--- src/tmc_pkg.sv ---
`default_nettype none
package tmc_pkg;
  // Register offsets on the plain register port
  localparam logic [7:0] CTRL_OFF  = 8'h00;
  localparam logic [7:0] COUNT_OFF = 8'h01;
  localparam logic [7:0] CMP_OFF   = 8'h02;
  localparam logic [7:0] STAT_OFF  = 8'h03;
  localparam logic [7:0] MASK_OFF  = 8'h04;

  // Control register field positions
  localparam int FORCE_POS  = 7;
  localparam int WGM_LO_POS = 6;
  localparam int ACT_HI_POS = 5;
  localparam int ACT_LO_POS = 4;
  localparam int WGM_HI_POS = 3;
  localparam int CS_HI_POS  = 2;
  localparam int CS_LO_POS  = 0;

  // Status and mask bit positions
  localparam int OVF_BIT  = 0;
  localparam int CMPF_BIT = 1;

  // Reset values
  localparam logic [7:0] CTRL_RESET  = 8'h00;
  localparam logic [7:0] COUNT_RESET = 8'h00;
  localparam logic [7:0] CMP_RESET   = 8'h00;
  localparam logic [1:0] STAT_RESET  = 2'h0;
  localparam logic [1:0] MASK_RESET  = 2'h0;
  localparam logic [7:0] RDATA_RESET = 8'h00;

  // Counter extremes
  localparam logic [7:0] MAX_VAL    = 8'hff;
  localparam logic [7:0] BOTTOM_VAL = 8'h00;

  // Prescaler: free-running 10-bit counter, taps fire when low bits are all ones
  localparam int          PRESC_W      = 10;
  localparam logic [9:0] PRESC_RESET  = 10'h000;
  localparam logic [9:0] DIV8_MASK    = 10'h007;
  localparam logic [9:0] DIV64_MASK   = 10'h03f;
  localparam logic [9:0] DIV256_MASK  = 10'h0ff;
  localparam logic [9:0] DIV1024_MASK = 10'h3ff;

  // Pin edge to counter update, in whole system clock cycles
  localparam int EXT_LAT_CYC = 3;

  typedef enum logic [1:0] {
    MODE_NORMAL = 2'b00,
    MODE_PC     = 2'b01,
    MODE_CLEAR  = 2'b10,
    MODE_FAST   = 2'b11
  } tmc_mode_t;

  typedef enum logic [1:0] {
    ACT_OFF = 2'b00,
    ACT_TOG = 2'b01,
    ACT_CLR = 2'b10,
    ACT_SET = 2'b11
  } tmc_act_t;

  typedef enum logic [2:0] {
    CS_STOP     = 3'b000,
    CS_DIV1     = 3'b001,
    CS_DIV8     = 3'b010,
    CS_DIV64    = 3'b011,
    CS_DIV256   = 3'b100,
    CS_DIV1024  = 3'b101,
    CS_EXT_FALL = 3'b110,
    CS_EXT_RISE = 3'b111
  } tmc_cs_t;
endpackage : tmc_pkg
`default_nettype wire

--- src/tmc_tick_if.sv ---
`default_nettype none
// Clock source selection and the resulting timer tick
interface tmc_tick_if;
  logic [2:0] clk_src_sel;
  logic       count_tick;
  modport src  (input clk_src_sel, output count_tick);
  modport sink (output clk_src_sel, input count_tick);
endinterface : tmc_tick_if
`default_nettype wire

--- src/tmc_clk_sel.sv ---
`default_nettype none
module tmc_clk_sel
  import tmc_pkg::*;
(
  input wire logic  clk,
  input wire logic  rst_n,
  input wire logic  ext_pin,
  tmc_tick_if.src   tick
);
  logic [PRESC_W-1:0] presc_reg;
  logic               ext_meta_reg;
  logic               ext_sync_reg;
  logic               ext_prev_reg;
  logic               rise_det;
  logic               fall_det;

  // Free-running prescaler, unaffected by the clock select
  always_ff @(posedge clk or negedge rst_n) begin
    if (!rst_n) begin
      presc_reg <= PRESC_RESET;
    end else begin
      presc_reg <= presc_reg + 10'h001;
    end
  end

  always_ff @(posedge clk or negedge rst_n) begin
    if (!rst_n) begin
      ext_meta_reg <= 1'b0;
      ext_sync_reg <= 1'b0;
      ext_prev_reg <= 1'b0;
    end else begin
      ext_meta_reg <= ext_pin;
      ext_sync_reg <= ext_meta_reg;
      ext_prev_reg <= ext_sync_reg;
    end
  end

  assign rise_det = ext_sync_reg & ~ext_prev_reg;
  assign fall_det = ~ext_sync_reg & ext_prev_reg;

  // tick source per clock select code
  always_comb begin
    unique case (tmc_cs_t'(tick.clk_src_sel))
      CS_STOP:     tick.count_tick = 1'b0;
      CS_DIV1:     tick.count_tick = 1'b1;
      CS_DIV8:     tick.count_tick = (presc_reg & DIV8_MASK) == DIV8_MASK;
      CS_DIV64:    tick.count_tick = (presc_reg & DIV64_MASK) == DIV64_MASK;
      CS_DIV256:   tick.count_tick = (presc_reg & DIV256_MASK) == DIV256_MASK;
      CS_DIV1024:  tick.count_tick = presc_reg == DIV1024_MASK;
      CS_EXT_FALL: tick.count_tick = fall_det;
      CS_EXT_RISE: tick.count_tick = rise_det;
    endcase
  end
endmodule // tmc_clk_sel
`default_nettype wire

--- src/tmc_top.sv ---
// Functional notes
// - Force strobe acts only in non-PWM modes.
// - Force applies compare match to waveform immediately.
// - Force is one-shot; uses written action field.
// - Force sets no flag, never clears counter.
// - Force strobe bit always reads zero.
// - Mode bits at positions 6 and 3.
// - Normal, phase-correct, clear-on-match, fast PWM tops.
// - Compare update and overflow point per mode.
// - Nonzero action field takes over the pin.
// - Non-PWM actions: off, toggle, clear, set.
// - Fast PWM: clear/set on match, opposite at top.
// - Phase-correct: action by count direction.
// - Compare equal top: skip match, keep top action.
// - Clock select: stop, direct, four taps, external.
// - External pin counts even when driven out.
// - External input synced, 2-3 cycles latency.
//
// The implementer's own choices: the address-and-strobe port and the register offsets.
`default_nettype none
module tmc_top
  import tmc_pkg::*;
(
  input  wire logic       MCLK,
  input  wire logic       RESET_N,
  input  wire logic [7:0] ADDR,
  input  wire logic [7:0] WDATA,
  input  wire logic       WR,
  input  wire logic       RD,
  output logic      [7:0] RDATA,
  input  wire logic       EXT_COUNT_PIN,
  output logic            CMP_WAVE_OUT,
  output logic            CMP_WAVE_OE,
  output logic            IRQ
);
  logic [7:0] ctrl_reg;
  logic [7:0] count_reg;
  logic [7:0] count_next;
  logic [7:0] cmp_buf_reg;
  logic [7:0] cmp_active_reg;
  logic       dir_up_reg;
  logic       block_reg;
  logic       wave_reg;
  logic       wave_next;
  logic [1:0] status_reg;
  logic [1:0] mask_reg;
  logic [7:0] rdata_reg;
  logic [7:0] rdata_next;

  tmc_mode_t  mode;
  tmc_act_t   action;
  tmc_act_t   wr_action;
  logic       pwm;
  logic       tick;
  logic [7:0] top_val;
  logic       wr_ctrl;
  logic       wr_count;
  logic       wr_cmp;
  logic       wr_stat;
  logic       wr_mask;
  logic       force_cmp;
  logic       match_raw;
  logic       match_ignore;
  logic       match;
  logic       at_max;
  logic       ovf_evt;

  tmc_tick_if tick_if ();

  // Clock source selection and external pin conditioning
  tmc_clk_sel u_clk_sel (
    .clk     (MCLK),
    .rst_n   (RESET_N),
    .ext_pin (EXT_COUNT_PIN),
    .tick    (tick_if.src)
  );

  // select field drives the tick source
  assign tick_if.clk_src_sel = ctrl_reg[CS_HI_POS:CS_LO_POS];
  assign tick                = tick_if.count_tick;

  // Register port decode
  assign wr_ctrl  = WR && (ADDR == CTRL_OFF);
  assign wr_count = WR && (ADDR == COUNT_OFF);
  assign wr_cmp   = WR && (ADDR == CMP_OFF);
  assign wr_stat  = WR && (ADDR == STAT_OFF);
  assign wr_mask  = WR && (ADDR == MASK_OFF);

  // mode bits split across positions 6 and 3
  assign mode      = tmc_mode_t'({ctrl_reg[WGM_HI_POS], ctrl_reg[WGM_LO_POS]});
  assign action    = tmc_act_t'(ctrl_reg[ACT_HI_POS:ACT_LO_POS]);
  assign wr_action = tmc_act_t'(WDATA[ACT_HI_POS:ACT_LO_POS]);
  assign pwm       = (mode == MODE_PC) || (mode == MODE_FAST);

  // only clear-on-match takes its top from the compare value
  assign top_val = (mode == MODE_CLEAR) ? cmp_active_reg : MAX_VAL;

  // strobe honoured only when the written mode is non-PWM
  assign force_cmp = wr_ctrl && WDATA[FORCE_POS] && !WDATA[WGM_LO_POS];

  // Match events; a counter write masks the next tick's match
  assign match_raw    = tick && (count_reg == cmp_active_reg) && !block_reg;
  // in PWM modes, compare at top with upper action bit set is skipped
  assign match_ignore = pwm && action[1] && (cmp_active_reg == MAX_VAL);
  assign match        = match_raw && !match_ignore;
  assign at_max       = tick && (count_reg == MAX_VAL);

  // overflow at bottom in phase-correct, at max elsewhere
  assign ovf_evt = tick && ((mode == MODE_PC) ? (!dir_up_reg && count_reg == BOTTOM_VAL)
                                               : (count_reg == MAX_VAL));

  // Control register; force bit is never stored
  always_ff @(posedge MCLK or negedge RESET_N) begin
    if (!RESET_N) begin
      ctrl_reg <= CTRL_RESET;
    end else if (wr_ctrl) begin
      ctrl_reg <= {1'b0, WDATA[6:0]};
    end
  end

  // Count sequence per waveform mode
  always_comb begin
    count_next = count_reg;
    unique case (mode)
      MODE_NORMAL, MODE_FAST: begin
        count_next = (count_reg == MAX_VAL) ? BOTTOM_VAL : count_reg + 8'h01;
      end
      MODE_CLEAR: begin
        count_next = (count_reg == top_val) ? BOTTOM_VAL : count_reg + 8'h01;
      end
      MODE_PC: begin
        if (dir_up_reg) begin
          count_next = (count_reg == MAX_VAL) ? count_reg - 8'h01 : count_reg + 8'h01;
        end else begin
          count_next = (count_reg == BOTTOM_VAL) ? count_reg + 8'h01 : count_reg - 8'h01;
        end
      end
    endcase
  end

  // a forced compare never touches the counter
  always_ff @(posedge MCLK or negedge RESET_N) begin
    if (!RESET_N) begin
      count_reg <= COUNT_RESET;
    end else if (wr_count) begin
      count_reg <= WDATA;
    end else if (tick) begin
      count_reg <= count_next;
    end
  end

  // Direction for dual-slope counting; up in every other mode
  always_ff @(posedge MCLK or negedge RESET_N) begin
    if (!RESET_N) begin
      dir_up_reg <= 1'b1;
    end else if (mode != MODE_PC) begin
      dir_up_reg <= 1'b1;
    end else if (tick && !wr_count) begin
      if (dir_up_reg && count_reg == MAX_VAL) begin
        dir_up_reg <= 1'b0;
      end else if (!dir_up_reg && count_reg == BOTTOM_VAL) begin
        dir_up_reg <= 1'b1;
      end
    end
  end

  // Match blocking after a counter write; the write wins over the release
  always_ff @(posedge MCLK or negedge RESET_N) begin
    if (!RESET_N) begin
      block_reg <= 1'b0;
    end else if (wr_count) begin
      block_reg <= 1'b1;
    end else if (tick) begin
      block_reg <= 1'b0;
    end
  end

  // Compare buffer as written by software
  always_ff @(posedge MCLK or negedge RESET_N) begin
    if (!RESET_N) begin
      cmp_buf_reg <= CMP_RESET;
    end else if (wr_cmp) begin
      cmp_buf_reg <= WDATA;
    end
  end

  // immediate update in non-PWM, at top in PWM to avoid glitched pulses
  always_ff @(posedge MCLK or negedge RESET_N) begin
    if (!RESET_N) begin
      cmp_active_reg <= CMP_RESET;
    end else if (!pwm) begin
      cmp_active_reg <= cmp_buf_reg;
    end else if (at_max) begin
      cmp_active_reg <= cmp_buf_reg;
    end
  end

  // Waveform generator next state
  always_comb begin
    wave_next = wave_reg;
    if (force_cmp) begin
      // forced match, action taken from the written value
      unique case (wr_action)
        ACT_OFF: wave_next = wave_reg;
        ACT_TOG: wave_next = ~wave_reg;
        ACT_CLR: wave_next = 1'b0;
        ACT_SET: wave_next = 1'b1;
      endcase
    end else begin
      unique case (mode)
        MODE_NORMAL, MODE_CLEAR: begin
          if (match) begin
            unique case (action)
              ACT_OFF: wave_next = wave_reg;
              ACT_TOG: wave_next = ~wave_reg;
              ACT_CLR: wave_next = 1'b0;
              ACT_SET: wave_next = 1'b1;
            endcase
          end
        end
        // match then opposite level at top
        MODE_FAST: begin
          if (match) begin
            unique case (action)
              ACT_OFF: wave_next = wave_reg;
              ACT_TOG: wave_next = ~wave_reg;
              ACT_CLR: wave_next = 1'b0;
              ACT_SET: wave_next = 1'b1;
            endcase
          end
          if (at_max && action[1]) begin
            wave_next = (action == ACT_CLR);
          end
        end
        MODE_PC: begin
          if (match && action[1]) begin
            wave_next = dir_up_reg ? (action == ACT_SET) : (action == ACT_CLR);
          end
          // compare at max still settles the output at top
          if (at_max && action[1] && cmp_active_reg == MAX_VAL) begin
            wave_next = (action == ACT_CLR);
          end
        end
      endcase
    end
  end

  // Registered level, so the pin never glitches
  always_ff @(posedge MCLK or negedge RESET_N) begin
    if (!RESET_N) begin
      wave_reg <= 1'b0;
    end else begin
      wave_reg <= wave_next;
    end
  end

  // any nonzero action takes the pin from the port
  assign CMP_WAVE_OUT = wave_reg;
  assign CMP_WAVE_OE  = (action != ACT_OFF);

  // Sticky flags; a new event beats a write-one clear in the same cycle
  always_ff @(posedge MCLK or negedge RESET_N) begin
    if (!RESET_N) begin
      status_reg <= STAT_RESET;
    end else begin
      status_reg <= (status_reg & ~(wr_stat ? WDATA[1:0] : 2'h0))
                  | {match_raw, ovf_evt};
    end
  end

  // Interrupt mask, same layout as the flags
  always_ff @(posedge MCLK or negedge RESET_N) begin
    if (!RESET_N) begin
      mask_reg <= MASK_RESET;
    end else if (wr_mask) begin
      mask_reg <= WDATA[1:0];
    end
  end

  // Level interrupt while any unmasked flag is set
  assign IRQ = |(status_reg & mask_reg);

  // Read mux; data valid only in the cycle after the strobe
  always_comb begin
    rdata_next = RDATA_RESET;
    if (RD) begin
      unique case (ADDR)
        // force bit is never stored so reads zero
        CTRL_OFF:  rdata_next = {1'b0, ctrl_reg[6:0]};
        COUNT_OFF: rdata_next = count_reg;
        CMP_OFF:   rdata_next = cmp_buf_reg;
        STAT_OFF:  rdata_next = {6'h00, status_reg};
        MASK_OFF:  rdata_next = {6'h00, mask_reg};
        default:   rdata_next = RDATA_RESET;
      endcase
    end
  end

  // Read data register, zero when no read
  always_ff @(posedge MCLK or negedge RESET_N) begin
    if (!RESET_N) begin
      rdata_reg <= RDATA_RESET;
    end else begin
      rdata_reg <= rdata_next;
    end
  end

  assign RDATA = rdata_reg;
endmodule // tmc_top
`default_nettype wire

--- config.mk ---
export PLATFORM = sky130hd
export DESIGN_NAME = tmc_top
export DESIGN_NICKNAME = d
export VERILOG_FILES = /design/src/tmc_pkg.sv /design/src/tmc_tick_if.sv /design/src/tmc_clk_sel.sv /design/src/tmc_top.sv
export SDC_FILE = /design/constraint.sdc
export NUM_CORES = 1
export LEC_CHECK = 0
export BUFFER_PORTS_ARGS = -buffer_cell sky130_fd_sc_hd__buf_4
export CAP_MARGIN = 20
export CORE_MARGIN = 10
export CORE_UTILIZATION = 40
export DETAILED_ROUTE_END_ITERATION = 8
export PLACE_DENSITY = 0.72
export SLEW_MARGIN = 25
export SYNTH_ARGS = -nofsm -noshare
export SYNTH_HDL_FRONTEND = slang
export SYNTH_HIERARCHICAL = 1
export SYNTH_SLANG_ARGS = --single-unit
export TNS_END_PERCENT = 50
--- constraint.sdc ---
create_clock -name MCLK -period 2.16 [get_ports MCLK]
set_input_delay 0.108 -clock MCLK [delete_from_list [all_inputs] [get_ports MCLK]]
set_output_delay 0.108 -clock MCLK [all_outputs]
set_load 0.005 [all_outputs]
* Word level (Yosys, flattened, before mapping)
Cells that the tools add are included.
** Storage, ports and cells
- Bits of input ports :: 21
- Bits in registers :: 59
- Output and inout port bits :: 11
** Operators by class
- Muxes and demuxes :: 31
- Add/subtract/negate cells :: 3
- Bitwise operators :: 9
- Reductions and logical operators :: 41
- Equal/unequal tests :: 32
** Operators by type and width (count)
- two-way mux 8 bit :: 11
- case mux 8 bit (5 select lines) :: 1
- == test 8 bit, second input constant :: 3
- case mux 8 bit (3 select lines) :: 1
- logical AND 1 bit :: 20
- == test 8 x 2 -> 1 bit, second input constant :: 2
- == test 8 bit :: 2
- zero test 8 bit :: 2
- == test 3 bit, second input constant :: 5
- two-way mux 1 bit :: 13
- == test 2 bit, second input constant :: 6
- adder 10 x 1 -> 10 bit, second input constant :: 1
- == test 10 bit, second input constant :: 1
- adder 8 x 1 -> 8 bit, second input constant :: 1
- == test 8 x 1 -> 1 bit, second input constant :: 1
- == test 8 x 3 -> 1 bit, second input constant :: 1
- case mux 1 bit (8 select lines) :: 1
- subtractor 8 x 1 -> 8 bit, second input constant :: 1
- == test 2 x 1 -> 1 bit, second input constant :: 3
- == test 3 x 2 -> 1 bit, second input constant :: 2
- == test 6 bit, second input constant :: 1
- zero test 2 bit :: 3
- case mux 1 bit (3 select lines) :: 2
- nonzero test 2 bit :: 3
- other kinds (17) :: 29

* Depth between registers and ports, before layout
- Depth in word-level cells :: 11
- Depth in mapped cells :: 11
- Depth with buffers taken out :: 11

* Cells and area by module
The synthesis kept the hierarchy.
** Modules (own cells, without submodules)
- tmc_top :: area an instance 2891.5 µm², instances 1, cells an instance 304
- tmc_clk_sel :: area an instance 548.0 µm², instances 1, cells an instance 46

* Worst setup path after synthesis
Ideal clock, no wire load.
- Path kind :: register -> register
- From :: register u_clk_sel.presc_reg[0]
- To :: register cmp_active_reg[0]
- Arrival time :: 2200 ps
- Path slack :: -165 ps
- Cell stages (with the launch flop) :: 8
- Path through :: dfrtp_1 -> ha_1 -> ha_1 -> a211oi_1 -> nor3_2 -> clkbuf_1 -> a21oi_1 -> mux2_2
** Between the ends
- Word-level cells in the longest chain between the ends :: 4
** RTL lines
- start: declaration :: line tmc_clk_sel.sv:10 : logic [PRESC_W-1:0] presc_reg;
- start signal: assignment :: line tmc_clk_sel.sv:22 : presc_reg <= presc_reg + 10'h001;
- == test 10 bit (tied with other cells) :: line tmc_clk_sel.sv:49 : CS_DIV1024: tick.count_tick = presc_reg == DIV1024_MASK;
- case mux 1 bit (8 select lines) * :: line tmc_clk_sel.sv:43 : unique case (tmc_cs_t'(tick.clk_src_sel))
- named net tick :: line tmc_top.sv:54 : logic tick;
- logical AND 1 bit * :: line tmc_top.sv:106 : assign at_max = tick && (count_reg == MAX_VAL);
- inequality test 2 x 1 -> 1 bit (no line) *
- end signal: assignment :: line tmc_top.sv:192 : cmp_active_reg <= cmp_buf_reg;
- end signal: assignment :: line tmc_top.sv:194 : cmp_active_reg <= cmp_buf_reg;
- end: declaration :: line tmc_top.sv:40 : logic [7:0] cmp_active_reg;
Mark *: on every way through the listed nets, which the timed path passes. The rest lies on a longest branch.
A chain may end at the register's enable or synchronous reset.

* Worst setup path in the final report
- From :: register u_clk_sel.presc_reg[4]
- To :: register wave_reg (netlist: CMP_WAVE_OUT)
** Between the ends
- Word-level cells in the longest chain between the ends :: 9
** RTL lines
- == test 10 bit (tied with other cells) :: line tmc_clk_sel.sv:49
- case mux 1 bit (8 select lines) * :: line tmc_clk_sel.sv:43
- named net tick :: line tmc_top.sv:54
- logical AND 1 bit (2 in a row) :: line tmc_top.sv:102 : assign match_raw = tick && (count_reg == cmp_active_reg) && !block_reg;
- logical AND 1 bit :: line tmc_top.sv:105 : assign match = match_raw && !match_ignore;
- two-way mux 1 bit
- two-way mux 1 bit :: line tmc_top.sv:231 : if (at_max && action[1]) begin
- case mux 1 bit (3 select lines) :: line tmc_top.sv:210 : unique case (mode)
- two-way mux 1 bit :: line tmc_top.sv:201 : if (force_cmp) begin
- end signal: assignment :: line tmc_top.sv:253 : wave_reg <= wave_next;
- end: declaration :: line tmc_top.sv:43 : logic wave_reg;
Marks and branches as above.

==> results.yml <==
status:
  status: "finished with violations"
  failed_checks: "negative setup slack"
clock_network:
  clk_latency_ps: 350
  htree_levels: 3
  cts-root-buf: "clkbuf_8"
  cts_num_sinks: 59
  cts.reportedPaths.clkPinSlew_ps: 70
  cts_tree: "yes"
  clockBufferDepth: 2
  cts-buffers-inserted: 9
synth:
  synth_compound_area_frac: 0.1550
  yosysUniqueCellTypes: 63
  synth-seq-area-share: 0.4296
  synthAdderAreaFrac: 0.02546
  synth_top_family_by_area: "simple AND/OR/NAND/NOR gates"
  syn_nets: 378
  synth.area.top_cells: "dfrtp_1 (42%), mux2_2 (8.2%), nor2_1 (3.4%)"
  synth.largest_area_cell: "dfrtp_1"
  synth_simple_gate_area_share: 0.1917
  synthMuxAreaShare: 0.09931
  ys_seq_elements: 59
  syn_avg_cell_area_um2: 9.827
  synthesis.area_um2: 3440
  async_reset_ff_frac: 1.000
  yosysTopAreaCellShare: 0.4220
  ys_warn_count: 6
  netlist_instances: 350
  synth_edf_count: 0
  synth-xor-area-share: 0.05347
  synth_ff_type: "dfrtp_1"
placement:
  pre_cts_ws_ps: -321.2
  hpwl_mm: 7.105
  place_congestion: 0.8861
  postPlaceCellArea_um2: 4145
  portBuffers: 31
run:
  max_cap_viol_count: 0
power_and_ir_drop:
  power_per_cell_area_nw_per_um2: 766.8
  leakagePower_nw: 2.144
  ir_worst_vdd_v: 0.0003556
hold_path:
  holdCritStartpoint: "WDATA[7]"
  whs_path_depth: 2
  hp-class: "in -> reg"
  min_to: "cmp_buf_reg[7]"
worst_setup_path:
  ff2ff_setup_slack_ps: -250
  crit_start: "u_clk_sel/presc_reg[4]"
  r2r-end: "CMP_WAVE_OUT"
  arrival_ps: 2640
  path_class: "reg -> reg"
  end_kind: "flop"
  crit_required_ps: 2390
  start_kind: "flop"
  crit_fanout: 4
  r2r_cells: 11
  r2r-start: "u_clk_sel/presc_reg[4]"
grt:
  grt_pass1_wl_mm: 16.11
  groute.usage.overall: 0.1549
  grt_max_degree: 60
  grt_pass1_vias: 3143
  gr-total-overflow: 0
  antenna_found_initial: 0
timing:
  max_freq_mhz: 415.1
  skew_ps: 10.78
  fin_crit_sh: 1.115
  fin_ws_ps: -249.3
  hold_violations: 0
  worst_pin_slew_ps: 755.6
  max-slew-margin-rel: 0.4963
  rsz0062_at_grt: "true"
  fin_crit_ps: 2409
  fin_hold_ws_ps: 36.17
  drv_slew: 0
  finalSetupViolations: 11
detailed_routing:
  drt_iter0_drc: 147
  routed_wl_mm: 10.01
  wl_per_cell_um: 18.17
  drt-vias-per-instance: 5.581
  drtPass1Iterations: 5
  postRouteAntennaNets: 0
  num_vias: 3075
  drc_errors: 0
final_layout:
  nNetsFinal: 469
  drive_gt1_frac: 0.4013
  nFillCells: 711
  synthToLayoutAreaGrowth_pct: 35.39
  final_util: 0.5611
  largest_reg_flops: 10
  fin_area_um2: 4657
  n_antenna_cell: 0
floorplan:
  die_y_um: 112.7
  initial_core_util: 0.4144
  dieArea_um2: 12710
  top_level_ports: 32
  core_area_um2: 8299
  die_x_um: 112.7
  row_count: 33
-- area by class of cell --
| class | count | area (um2) | share of cell area |
|---|---|---|---|
| Multi-Input combinational cell | 257 | 1978 | 0.4248 |
| Sequential cell | 59 | 1480 | 0.3178 |
| Timing Repair Buffer | 98 | 767.0 | 0.1647 |
| Tap cell | 105 | 131.4 | 0.02821 |
| Clock buffer | 10 | 127.6 | 0.02740 |
| Clock inverter | 6 | 112.6 | 0.02418 |
| Inverter | 16 | 60.06 | 0.01290 |
-- power breakdown --
| group | internal [mW] | switching [mW] | leakage (nW) | total (mW) |
|---|---|---|---|---|
| logic | 0.520 | 0.495 | 1.25 | 1.02 |
| clock network | 0.771 | 0.489 | 0.121 | 1.26 |
| registers | 1.19 | 0.109 | 0.772 | 1.30 |
| total | 2.48 | 1.09 | 2.14 | 3.57 |
-- Yosys cell counts, types with 3 or more instances --
cell type / count
dfrtp_1: 58
nor2_1: 31
nand2_1: 27
mux2_2: 25
o21ai_0: 17
inv_1: 16
a21oi_1: 15
xor2_1: 12
nand3_1: 10
a31oi_1: 9
clkbuf_1: 9
xnor2_1: 9
and3_1: 8
nand4_1: 8
ha_1: 7
mux2i_1: 6
buf_2: 5
a22oi_1: 4
nand2b_1: 4
nor2b_1: 4
a21boi_0: 3
nor4_2: 3
o2111ai_1: 3
or2_2: 3
-- critical path, stage by stage (launching register included) --
cell and delay (ps):
dfrtp_1 380, buf_6 110, nand4_1 150, o21ai_2 190, o21ai_2 80, nor3_4 290, nand2_1 90, or4_4 450
o2111ai_2 180, o311ai_1 140, a31oi_1 180, o21ai_1 80
-- placed cells by master, fill, tap and decap left out, types with 3 or more instances in the layout --
cell	Yosys	routed
buf_4	2	89
dfrtp_1	58	56
nor2_1	31	31
nand2_1	27	26
mux2_2	25	25
inv_1	16	16
o21ai_0	17	14
a21oi_1	15	13
xor2_1	12	12
nand3_1	10	9
xnor2_1	9	9
clkbuf_8	0	9
and3_1	8	8
nand4_1	8	8
buf_6	2	7
mux2i_1	6	6
a31oi_1	9	6
ha_1	7	5
a22oi_1	4	4
nand2b_1	4	4
or4_4	1	3
nor4_2	3	3
or2_2	3	3
nor2b_1	4	3
o21ai_1	2	3
bufinv_16	0	3
-- per-stage QoR --
| stage | power (mW) | std cells | setup TNS (ps) |
|---|---|---|---|
| 2_1_floorplan | 1.807 | 350 | -41.23 |
| 3_3_place_gp | 2.156 | 521 | -342.7 |
| 3_5_place_dp | 2.177 | 521 | -573.4 |
| 4_1_cts | 3.488 | 547 | -406.6 |
| 5_1_grt | 3.742 | 551 | -1742 |
| 6_report | 3.571 | 551 | -796.5 |
-- metal layers --
metal	wire length [um]	track usage
met5	0	0
met1	4302	0.1921
met2	4910	0.2542
met3	539	0.03275
met4	259	0.06599
-- what timing repair did --
| item | in CTS | in global routing |
|---|---|---|
| pin swaps | 5 | 12 |
| cloned | 1 | 0 |
| resized for setup | 12 | 25 |
| endpoints found under the hold margin | 59 | 0 |
| setup endpoints to repair | 4 | 11 |
| hold buffers | 2 | 0 |
| buffers inserted | 7 | 7 |
-- worst max-delay path by stage --
stage,endpoint
2_1_floorplan,CMP_WAVE_OUT
3_3_place_gp,CMP_WAVE_OUT
3_5_place_dp,CMP_WAVE_OUT
4_1_cts,CMP_WAVE_OUT
5_1_grt,CMP_WAVE_OUT
6_report,CMP_WAVE_OUT
-- kinds of logic after synthesis --
group                      after synthesis
and+or+nand+nor                        120
AOI/OAI and AO/OA                       78
DFF                                     59
buffers and inverters                   34
muxes                                   31
xor gates and xnor gates                21
adders and majority gates                7
No activity file was read; power rests on OpenSTA's default activity.
